[src/hw/int_arith_pkg.sv]
// Purpose: Shared encodings, patterns and clock counts of the add/sub decoder
// Assumes: Opcode and mod-reg-r/m bytes arrive already aligned by the queue
// Notes: Clock counts do not depend on the processor operating mode
package int_arith_pkg;

	typedef enum logic [2:0] {
		op_none = 3'h0,
		op_add = 3'h1,
		op_add_carry = 3'h2,
		op_subtract = 3'h3,
		op_subtract_borrow = 3'h4,
		op_increment = 3'h5,
		op_decrement = 3'h6
	} op_type;

	typedef enum logic [2:0] {
		form_none = 3'h0,
		form_reg_reg = 3'h1,
		form_reg_to_mem = 3'h2,
		form_mem_to_reg = 3'h3,
		form_imm_rm = 3'h4,
		form_imm_acc = 3'h5,
		form_unary_rm = 3'h6,
		form_short_reg = 3'h7
	} form_type;

	typedef enum logic [1:0] {
		width_byte = 2'h0,
		width_word = 2'h1,
		width_dword = 2'h2
	} width_type;

	// Opcode bits [7:2] of the two-operand mod-reg-r/m forms
	localparam logic [5:0] ADD_RM_BASE = 6'h00;
	localparam logic [5:0] ADC_RM_BASE = 6'h04;
	localparam logic [5:0] BORROW_RM_BASE = 6'h06;
	localparam logic [5:0] SUB_RM_BASE = 6'h0a;
	localparam logic [5:0] IMM_GROUP = 6'h20;
	// Opcode bits [7:1] of the accumulator short forms and unary group
	localparam logic [6:0] ADD_ACC_OPC = 7'h02;
	localparam logic [6:0] ADC_ACC_OPC = 7'h0a;
	localparam logic [6:0] BORROW_ACC_OPC = 7'h0e;
	localparam logic [6:0] SUB_ACC_OPC = 7'h16;
	localparam logic [6:0] INCDEC_GROUP = 7'h7f;
	// Opcode bits [7:3] of the one-byte increment
	localparam logic [4:0] INC_SHORT_OPC = 5'h08;

	// Reg field extensions
	localparam logic [2:0] EXT_ADD = 3'h0;
	localparam logic [2:0] EXT_ADC = 3'h2;
	localparam logic [2:0] EXT_BORROW = 3'h3;
	localparam logic [2:0] EXT_SUB = 3'h5;
	localparam logic [2:0] EXT_INC = 3'h0;
	localparam logic [2:0] EXT_DECREMENT = 3'h1;
	localparam logic [1:0] MOD_REG = 2'h3;
	localparam logic [2:0] ACC_REG = 3'h0;

	// Execution clock counts
	localparam logic [3:0] CLK_REG = 4'h2;
	localparam logic [3:0] CLK_REG_TO_MEM = 4'h7;
	localparam logic [3:0] CLK_MEM_TO_REG = 4'h6;
	localparam logic [3:0] CLK_IMM_MEM = 4'h7;
	localparam logic [3:0] CLK_UNARY_MEM = 4'h6;
	localparam logic [3:0] CLK_ACC = 4'h2;

endpackage : int_arith_pkg

[src/hw/immediate_extender.sv]
// Purpose: Widens the raw immediate to the operand width
// Assumes: Raw immediate is little-endian, low byte in bits 7:0
// Notes: Purely combinational; the decoder registers the result
`timescale 1ns/10ps
module immediate_extender (
	input wire logic [31:0] imm_raw_i,
	input wire logic byte_imm_i,
	input wire logic sign_extend_i,
	input wire int_arith_pkg::width_type width_i,
	output logic [31:0] imm_o
);
	import int_arith_pkg::*;

	logic [31:0] ext;

	always_comb begin
		ext = imm_raw_i;
		if (byte_imm_i) begin
			if (sign_extend_i) begin
				ext = {{24{imm_raw_i[7]}}, imm_raw_i[7:0]};
			end else begin
				ext = {24'h000000, imm_raw_i[7:0]};
			end
		end
		// Upper bits cleared so the datapath never sees stale bytes
		unique case (width_i)
			width_byte: imm_o = {24'h000000, ext[7:0]};
			width_word: imm_o = {16'h0000, ext[15:0]};
			default: imm_o = ext;
		endcase
	end

endmodule : immediate_extender

[src/hw/integer_add_sub_decoder.sv]
// Purpose: Decodes add, add-carry, subtract, borrow, increment, decrement
// Assumes: opcode, modrm and immediate are valid together with instr_valid_i
// Notes: One cycle of latency; fields hold until the next valid instruction
// Behaviour
// - 100000sw with reg 000 is immediate add; 2 clocks register, 7 memory.
// - 0000010w is immediate add to accumulator, 2 clocks.
// - Add-carry 000100dw reg-reg 2, reg to memory 7, memory to reg 6.
// - 100000sw with reg 010 is immediate add-carry; 2 or 7 clocks.
// - 0001010w is immediate add-carry to accumulator, 2 clocks.
// - Increment via 1111111w reg 000 in 2/6, or 01000rrr in 2.
// - Subtract 001010dw register 2, register from memory 7, memory 6.
// - 100000sw with reg 101 is immediate subtract; 2 or 7 clocks.
// - 0010110w is immediate subtract from accumulator, 2 clocks.
// - Borrow-subtract 000110dw register 2, to memory 7, to register 6.
// - 100000sw with reg 011 is immediate borrow-subtract; 2 or 7 clocks.
// - 0001110w is immediate borrow-subtract from accumulator, 2 clocks.
// - 1111111w with reg 001 is decrement; 2 clocks register, 6 memory.
`timescale 1ns/10ps
module integer_add_sub_decoder
	import int_arith_pkg::*;
(
	input wire logic clock_i,
	input wire logic sys_rst_i,
	input wire logic instr_valid_i,
	input wire logic [7:0] opcode_i,
	input wire logic [7:0] modrm_i,
	input wire logic [31:0] imm_i,
	input wire logic opsize32_i,
	output logic decoded_valid_o,
	output logic unsupported_o,
	output int_arith_pkg::op_type op_o,
	output int_arith_pkg::form_type form_o,
	output int_arith_pkg::width_type width_o,
	output logic mem_operand_o,
	output logic reg_is_dest_o,
	output logic [2:0] reg_sel_o,
	output logic [2:0] rm_sel_o,
	output logic has_imm_o,
	output logic [31:0] imm_o,
	output logic [3:0] clock_count_o
);
	import int_arith_pkg::*;

	op_type rm_op, imm_op, acc_op;
	op_type op_d, op_q;
	form_type form_d, form_q;
	width_type width_d, width_q;
	logic hit_d, is_mem, full_w, byte_imm_d, sext_d, has_imm_d;
	logic reg_dest_d, mem_d;
	logic [2:0] reg_sel_d, rm_sel_d;
	logic [3:0] clk_d, clk_q;
	logic [31:0] imm_ext;
	logic valid_q, unsup_q, mem_q, reg_dest_q, has_imm_q;
	logic [2:0] reg_sel_q, rm_sel_q;
	logic [31:0] imm_q;

	always_comb begin
		case (opcode_i[7:2])
			ADD_RM_BASE: rm_op = op_add;
			ADC_RM_BASE: rm_op = op_add_carry;
			SUB_RM_BASE: rm_op = op_subtract;
			BORROW_RM_BASE: rm_op = op_subtract_borrow;
			default: rm_op = op_none;
		endcase
		case (modrm_i[5:3])
			EXT_ADD: imm_op = op_add;
			EXT_ADC: imm_op = op_add_carry;
			EXT_SUB: imm_op = op_subtract;
			EXT_BORROW: imm_op = op_subtract_borrow;
			default: imm_op = op_none;
		endcase
		case (opcode_i[7:1])
			ADD_ACC_OPC: acc_op = op_add;
			ADC_ACC_OPC: acc_op = op_add_carry;
			SUB_ACC_OPC: acc_op = op_subtract;
			BORROW_ACC_OPC: acc_op = op_subtract_borrow;
			default: acc_op = op_none;
		endcase
	end

	always_comb begin
		is_mem = modrm_i[7:6] != MOD_REG;
		hit_d = 1'b0;
		op_d = op_none;
		form_d = form_none;
		full_w = opcode_i[0];
		byte_imm_d = 1'b0;
		sext_d = 1'b0;
		has_imm_d = 1'b0;
		reg_dest_d = 1'b0;
		mem_d = 1'b0;
		reg_sel_d = modrm_i[5:3];
		rm_sel_d = modrm_i[2:0];
		clk_d = 4'h0;
		if (rm_op != op_none) begin
			hit_d = 1'b1;
			op_d = rm_op;
			mem_d = is_mem;
			reg_dest_d = opcode_i[1];
			if (!is_mem) begin
				form_d = form_reg_reg;
				clk_d = CLK_REG;
			end else if (opcode_i[1]) begin
				form_d = form_mem_to_reg;
				clk_d = CLK_MEM_TO_REG;
			end else begin
				form_d = form_reg_to_mem;
				clk_d = CLK_REG_TO_MEM;
			end
		end else if (opcode_i[7:2] == IMM_GROUP && imm_op != op_none) begin
			hit_d = 1'b1;
			op_d = imm_op;
			form_d = form_imm_rm;
			mem_d = is_mem;
			has_imm_d = 1'b1;
			// Byte immediate unless full width with no sign extension
			byte_imm_d = opcode_i[1] | ~opcode_i[0];
			sext_d = opcode_i[1];
			clk_d = is_mem ? CLK_IMM_MEM : CLK_REG;
		end else if (acc_op != op_none) begin
			hit_d = 1'b1;
			op_d = acc_op;
			form_d = form_imm_acc;
			has_imm_d = 1'b1;
			byte_imm_d = ~opcode_i[0];
			reg_dest_d = 1'b1;
			reg_sel_d = ACC_REG;
			clk_d = CLK_ACC;
		end else if (opcode_i[7:1] == INCDEC_GROUP &&
			(modrm_i[5:3] == EXT_INC || modrm_i[5:3] == EXT_DECREMENT)) begin
			hit_d = 1'b1;
			op_d = (modrm_i[5:3] == EXT_INC) ? op_increment : op_decrement;
			form_d = form_unary_rm;
			mem_d = is_mem;
			clk_d = is_mem ? CLK_UNARY_MEM : CLK_REG;
		end else if (opcode_i[7:3] == INC_SHORT_OPC) begin
			// One-byte form has no width bit; always full size
			hit_d = 1'b1;
			op_d = op_increment;
			form_d = form_short_reg;
			full_w = 1'b1;
			reg_dest_d = 1'b1;
			reg_sel_d = opcode_i[2:0];
			clk_d = CLK_REG;
		end
		if (!full_w) begin
			width_d = width_byte;
		end else begin
			width_d = opsize32_i ? width_dword : width_word;
		end
	end

	immediate_extender u_imm (
		.imm_raw_i(imm_i),
		.byte_imm_i(byte_imm_d),
		.sign_extend_i(sext_d),
		.width_i(width_d),
		.imm_o(imm_ext)
	);

	always_ff @(posedge clock_i) begin
		if (sys_rst_i) begin
			valid_q <= 1'b0;
			unsup_q <= 1'b0;
		end else begin
			valid_q <= instr_valid_i & hit_d;
			unsup_q <= instr_valid_i & ~hit_d;
		end
	end

	// Fields hold between instructions so the datapath may sample late
	always_ff @(posedge clock_i) begin
		if (sys_rst_i) begin
			op_q <= op_none;
			form_q <= form_none;
			width_q <= width_byte;
			mem_q <= 1'b0;
			reg_dest_q <= 1'b0;
			reg_sel_q <= 3'h0;
			rm_sel_q <= 3'h0;
			has_imm_q <= 1'b0;
			imm_q <= 32'h00000000;
			clk_q <= 4'h0;
		end else if (instr_valid_i) begin
			op_q <= op_d;
			form_q <= form_d;
			width_q <= width_d;
			mem_q <= mem_d;
			reg_dest_q <= reg_dest_d;
			reg_sel_q <= reg_sel_d;
			rm_sel_q <= rm_sel_d;
			has_imm_q <= has_imm_d;
			imm_q <= has_imm_d ? imm_ext : 32'h00000000;
			clk_q <= clk_d;
		end
	end

	assign decoded_valid_o = valid_q;
	assign unsupported_o = unsup_q;
	assign op_o = op_q;
	assign form_o = form_q;
	assign width_o = width_q;
	assign mem_operand_o = mem_q;
	assign reg_is_dest_o = reg_dest_q;
	assign reg_sel_o = reg_sel_q;
	assign rm_sel_o = rm_sel_q;
	assign has_imm_o = has_imm_q;
	assign imm_o = imm_q;
	assign clock_count_o = clk_q;
endmodule : integer_add_sub_decoder

[config.mk]
export PLATFORM = sky130hd
export DESIGN_NAME = integer_add_sub_decoder
export DESIGN_NICKNAME = d
export VERILOG_FILES = /design/src/hw/int_arith_pkg.sv /design/src/hw/immediate_extender.sv /design/src/hw/integer_add_sub_decoder.sv
export SDC_FILE = /design/constraint.sdc
export NUM_CORES = 1
export LEC_CHECK = 0
export BUFFER_PORTS_ARGS = -buffer_cell sky130_fd_sc_hd__buf_2
export CAP_MARGIN = 20
export CORE_ASPECT_RATIO = 0.7
export CORE_MARGIN = 8
export CORE_UTILIZATION = 48
export CTS_CLUSTER_DIAMETER = 80
export DETAILED_ROUTE_END_ITERATION = 8
export GPL_TIMING_DRIVEN = 0
export PLACE_DENSITY_LB_ADDON = 0.12
export SLEW_MARGIN = 20
export SYNTH_ARGS = -nofsm -noshare
export SYNTH_HDL_FRONTEND = slang
export SYNTH_HIERARCHICAL = 1
export SYNTH_SLANG_ARGS = --single-unit
[constraint.sdc]
create_clock -name clock_i -period 2.7 [get_ports clock_i]
set_clock_uncertainty 0.1 [all_clocks]
set_input_delay 0.405 -clock clock_i [delete_from_list [all_inputs] [get_ports clock_i]]
set_output_delay 0.405 -clock clock_i [all_outputs]
set_load 0.05 [all_outputs]
==> results.tsv, run 1 <==
stage	metric	value	unit
logic_synthesis	synth_cell_types	57	
sta	slew_headroom	63.6	%
drt	wire_per_inst	15.9	um
sta	hold_viol_final	0	
place	gp_congestion	0.897	
clocking	cts_resized	0	
clocking	cts_max_path_buffers	2	
floorplanning	initial_core_util	49.3	%
global_routing	antenna_found_initial	0	
global_routing	grt_first_pass_wirelength	11200	um
clocking	path_clk_slew	0.10	ns
final_layout	fill_cells	487	
logic_synthesis	ys_ff_latch	53	
drt	drt_iter0_markers	133	
power_and_ir_drop	vdd_ir_drop_max	0.191	mV
floorplanning	die_area	7930	um2
floorplanning	core.rowCount	22	
setup_path	cp.arrival	2.34	ns
clocking	cts_tree	done	
logic_synthesis	netlist_area	2550	um2
logic_synthesis	avgSynthCellArea	9.80	um2
global_routing	grtUsageTotal	17.3	%
logic_synthesis	async_reset_ff_share	0	%
drt	dr.pass1.iters	4	
flow_run	max_cap_viol_count	0	
drt	drc	0	
clocking	cts-root-buf	clkbuf_8	
floorplanning	die_h	77.0	um
logic_synthesis	syn-num-nets	312	
place	numPortBuffers	95	
drt	wl	6910	um
floorplanning	core-area	5170	um2
setup_path	critPathCaptureType	register	
drt	vias	2309	
sta	rsz0062_at_grt	no	
logic_synthesis	synth_common_cells	dfxtp_1, a22o_1, nor2_1	
sta	maxSlewViolCount	0	
final_layout	drive_gt1_share	39.1	%
final_layout	nets	414	
logic_synthesis	yosysMostFrequentCell	dfxtp_1	
clocking	clk_latency	0.30	ns
sta	tns	0	ns
clocking	cts_made_buffers	5	
final_layout	seq_area	1060	um2
global_routing	grt_pass1_vias	2184	
min_path	hp-class	input port to register	
clocking	htreeDepth	2	
final_layout	multiInputGateArea	1250	um2
sta	worstMarginPinSlew	0.544	ns
sta	setup_viol	0	
floorplanning	die_x	103	um
status	status	complete, no violations	
sta	finalCritPeriodShare	81.1	%
logic_synthesis	synth-edff-count	0	
clocking	postCtsHoldBufs	0	
setup_path	startpoint_type	input port	
global_routing	overflow	0	
logic_synthesis	yosysWarnings	6	
setup_path	worstSetupPathType	input port to register	
setup_path	crit_required	2.85	ns
floorplanning	ios	107	
power_and_ir_drop	leakage	1.65	nW
clocking	cts_num_sinks	53	
power_and_ir_drop	fin_total_pwr	1.51	mW
power_and_ir_drop	power_density	473	nW/um2
drt	via_per_inst	5.31	
logic_synthesis	synth_top_cell_by_area	dfxtp_1	
sta	final.min_clock_period	2.19	ns
drt	ant_nets	0	
place	dp_hpwl	5350	um
final_layout	diodes	0	
clocking	postCtsSetupBuffers	0	
sta	fmax	0.457	GHz
setup_path	crit_fanout	10	
logic_synthesis	synthCells	260	
logic_synthesis	ys_seq_area_share	41.6	%
logic_synthesis	ys.flop_type	dfxtp_1	
global_routing	grt_max_degree	17	
final_layout	syn2layout_area_growth	25.6	%
logic_synthesis	synthTopCellsByArea	dfxtp_1, a22o_1, a21o_1	
logic_synthesis	synth_top_area_share	41.6	%
-- metrics by stage --
step	area (um2)	utilization, %	hold slack, ns	worst slack [ns]	cells
after global placement	3110	60.2	0.332	0.197	427
after CTS	3200	61.8	0.215	0.494	435
final	3200	61.8	0.221	0.510	435
after global routing	3200	61.8	0.222	0.346	435
after detailed placement	3110	60.2	0.342	0.177	427
after floorplan	2550	-	0.452	0.400	260
-- logic make-up (layout without fill, tap and decap cells) --
logic type	after synthesis	after routing	share of synthesized area, %
buffers and inverters	36	139	9.28
and+or+nand+nor	70	70	16.6
muxes	5	5	1.96
xor gates and xnor gates	3	3	1.77
AOI/OAI and AO/OA	92	92	28.6
DFF	53	53	41.6
other	1	1	0.147
-- final timing paths --
path                             startpoint         to  slack [ns]  depth (start not counted)
worst max-delay path            opcode_i[6]  imm_o[17]        0.51                          9
worst min-delay path               imm_i[6]   imm_o[6]        0.22                          2
worst max register to register      op_o[0]    op_o[0]        1.78                          3
worst min register to register    has_imm_o  has_imm_o        0.36                          1
-- layout make-up --
cell class,instances,share of cell area (%)
multi-input cells,171,39.1
inverters,6,0.704
well taps,72,2.81
clock buffers,6,2.27
repair buffers,95,14.9
plain buffers,30,6.68
flip-flops and latches,53,33.2
clock inverters,2,0.430
-- power breakdown --
group | switching (mW) | total [mW] | internal, mW
logic | 0.166 | 0.261 | 0.0946
registers | 0.00718 | 0.804 | 0.797
clock network | 0.262 | 0.448 | 0.186
-- registers in the layout, summed over array words and instances, names as in the netlist --
| signal | cells |
|---|---|
| clock_count_o | 2 |
| decoded_valid_o | 1 |
| form_o | 3 |
| has_imm_o | 1 |
| imm_o | 32 |
| mem_operand_o | 1 |
| op_o | 3 |
| reg_is_dest_o | 1 |
| reg_sel_o | 3 |
| rm_sel_o | 3 |
| unsupported_o | 1 |
| width_o | 2 |
-- cells in the final DEF (no fill, tap or decap), types with 2 or more instances in the layout --
| cell | Yosys | layout |
|---|---|---|
| a211oi_1 | 5 | 5 |
| a21o_1 | 17 | 17 |
| a21oi_1 | 14 | 14 |
| a221o_1 | 2 | 2 |
| a22o_1 | 32 | 32 |
| a311oi_1 | 5 | 5 |
| and3_1 | 3 | 3 |
| and4_1 | 2 | 2 |
| buf_2 | 6 | 101 |
| buf_4 | 12 | 12 |
| buf_6 | 5 | 5 |
| clkbuf_1 | 6 | 7 |
| clkbuf_8 | 0 | 5 |
| dfxtp_1 | 53 | 53 |
| inv_1 | 5 | 5 |
| mux2i_1 | 5 | 5 |
| nand2_1 | 6 | 6 |
| nand2b_1 | 10 | 10 |
| nand3_1 | 3 | 3 |
| nor2_1 | 22 | 22 |
| nor2b_1 | 3 | 3 |
| nor3_1 | 2 | 2 |
| nor3_2 | 2 | 2 |
| o21ai_2 | 2 | 2 |
| o21bai_1 | 2 | 2 |
| o32ai_1 | 2 | 2 |
| or3b_1 | 2 | 2 |
| xor2_1 | 2 | 2 |
-- worst max-delay path: stages --
cell	delay, ns
buf_2	0.15
or3b_4	0.42
or3_4	0.37
a21boi_2	0.25
and4_1	0.24
buf_6	0.13
buf_8	0.13
o21bai_1	0.10
a22o_1	0.14
-- metal layers --
| layer | track usage [%] | vias to the layer above | part of all wire [%] |
|---|---|---|---|
| met2 | 23.3 | 105 | 40 |
| met1 | 25.7 | 1052 | 49 |
| met5 | 0 | - | 0 |
| met3 | 5.59 | 2 | 11 |
| met4 | 3.45 | 0 | 0.36 |
| li1 | - | 1150 | - |
(Power assumes the default switching activity.)
==> run 2, diff against run 1 <==
CORE_UTILIZATION = 43   (was 48)
clock period = 1.8 ns   (was 2.7 ns; I/O delays follow)
==> run 2 against run 1 <==
Effect of this change:
- the run now ends with negative setup slack left
- first-iteration DRC count grew 23%
- non-clock buffer count grew 21
- sequential share of layout area shrank 3.0 points
- wire length grew 12%
- clock power grew 39%
- register-to-register slack lost 0.94 ns
- die area grew 9.5%
- sequential cell count is the same
- design area grew 10%
- combinational power grew 74%
- count of clock-buffer cells in the layout shrank 1
- largest power group unchanged
==> results.tsv, run 2 (synthesis gave the netlist of run 1 again) <==
stage	metric	value	unit
status	status	complete, but fails checks	
status	violations	negative setup slack	
clocking	htreeDepth	2	
power_and_ir_drop	pwr-share-comb	19.9	%
setup_path	crit_buf_inv	3	
global_routing	antenna_found_initial	0	
floorplanning	die_x	108	um
power_and_ir_drop	leakage	1.80	nW
setup_path	max_stage_delay	0.40	ns
final_layout	final_cell_mix	buf_2, dfxtp_1, a22o_1, buf_4, nor2_1	
sta	hold_viol_final	0	
flow_run	max_cap_viol_count	0	
drt	drt_iter0_markers	164	
power_and_ir_drop	switchingPower	0.643	mW
global_routing	grtUsageTotal	17.1	%
clocking	postCtsHoldBufs	0	
sta	final.min_clock_period	1.86	ns
final_layout	diodes	0	
floorplanning	initial_core_util	44.5	%
setup_path	cpLargestDelayFamily	simple AND/OR/NAND/NOR gates	
setup_path	critPathCaptureType	register	
sta	slew_headroom	58.6	%
setup_path	crit_chain	buf_12 -> or3b_4 -> or3_4 -> a21boi_4 -> and4_1 -> buf_6 -> buf_8 -> o21bai_1 -> a22o_1	
setup_path	crit_required	1.95	ns
final_layout	syn2layout_area_growth	38.3	%
floorplanning	ios	107	
power_and_ir_drop	p_int	1.64	mW
clocking	cts_tree	done	
drt	via_per_inst	5.30	
sta	tns	-0.460	ns
drt	wl_met1	3690	um
floorplanning	core-area	5730	um2
power_and_ir_drop	clockPowerShare	27.2	%
setup_path	worstSetupPathType	input port to register	
floorplanning	die_area	8690	um2
clocking	cts_max_path_buffers	2	
drt	vias	2423	
sta	worstMarginPinSlew	0.619	ns
drt	drc	0	
drt	dr.max_layer_used	met4	
power_and_ir_drop	seq_power_share	52.9	%
drt	ant_nets	0	
sta	rsz0062_at_grt	yes	
setup_path	startpoint_type	input port	
clocking	path_clk_slew	0.09	ns
place	place_area	3160	um2
final_layout	fill_cells	534	
global_routing	grt_max_degree	15	
sta	maxSlewViolCount	0	
floorplanning	core.rowCount	23	
sta	setup_viol	16	
power_and_ir_drop	vdd_ir_drop_max	0.339	mV
final_layout	nets	435	
clocking	clk_latency	0.30	ns
setup_path	crit_fanout	5	
sta	fmax	0.538	GHz
drt	wl_met3	771	um
global_routing	grt_pass1_vias	2386	
place	numPortBuffers	95	
drt	met2WireLength	3210	um
power_and_ir_drop	switching_share	28.2	%
sta	finalCritPeriodShare	103	%
drt	dr.pass1.iters	4	
sta	worst_slack	-0.0576	ns
clocking	cts_num_sinks	53	
sta	hold_ws	0.0832	ns
drt	wire_per_inst	16.9	um
min_path	hp-class	input port to register	
final_layout	largest_register_ffs	32	
clocking	cts_made_buffers	5	
final_layout	drive_gt1_share	44.8	%
final_layout	layout_commonest_cell	buf_2	
floorplanning	die_h	80.4	um
power_and_ir_drop	power_density	647	nW/um2
setup_path	slowest_stage	or3b_4	
place	gp_congestion	0.950	
power_and_ir_drop	fin_total_pwr	2.28	mW
global_routing	overflow	0	
final_layout	final_cell_area	3520	um2
clocking	cts-root-buf	clkbuf_8	
drt	wl	7740	um
global_routing	grt_first_pass_wirelength	12000	um
place	dp_hpwl	5640	um
setup_path	cp.arrival	2.00	ns
## run 2: metal layers
layer	global-route usage, %	vias up
li1	-	1190
met1	23.2	1132
met2	24.8	93
met3	6.55	8
met4	3.86	0
met5	0	-
## run 2: path summary, 6_finish.rpt
kind | slack (ns) | endpoint | startpoint | cells past startpoint
setup / recovery | -0.06 | imm_o[17] | opcode_i[3] | 9
hold / removal | 0.08 | imm_o[4] | imm_i[4] | 2
setup reg to reg | 0.84 | op_o[0] | op_o[0] | 3
hold reg to reg | 0.36 | has_imm_o | has_imm_o | 1
## run 2: area by class of cell
cell class                      instances  area, um2  area share (%)
Sequential cell                        53       1060            30.1
Clock buffer                            5       68.8            1.95
Clock inverter                          1       5.00           0.142
Multi-Input combinational cell        171       1320            37.6
Inverter                                6       22.5           0.639
Buffer                                 30        233            6.60
Timing Repair Buffer                  116        717            20.3
Tap cell                               75       93.8            2.66
## run 2: repair_timing
item,4_1_cts,5_1_grt
setup endpoints to repair,24,31
pin swaps,7,11
resized for setup,18,12
cloned,2,0
setup buffers,13,6
## run 2: power groups by stage
stage | logic [mW] | clock network, mW | registers (mW)
after floorplan | 0.191 | 0 | 1.32
after global placement | 0.397 | 0 | 1.23
after detailed placement | 0.400 | 0 | 1.23
after CTS | 0.432 | 0.640 | 1.21
after global routing | 0.486 | 0.686 | 1.21
final | 0.454 | 0.622 | 1.21
## run 2: per-stage QoR
stage                     setup slack (ns)  util, %  std cells
after floorplan                     -0.316        -        260
after global placement              -0.515     55.1        430
after detailed placement            -0.558     55.1        430
after CTS                           -0.119     59.7        451
after global routing                -0.125     61.5        457
final                              -0.0576     61.5        457
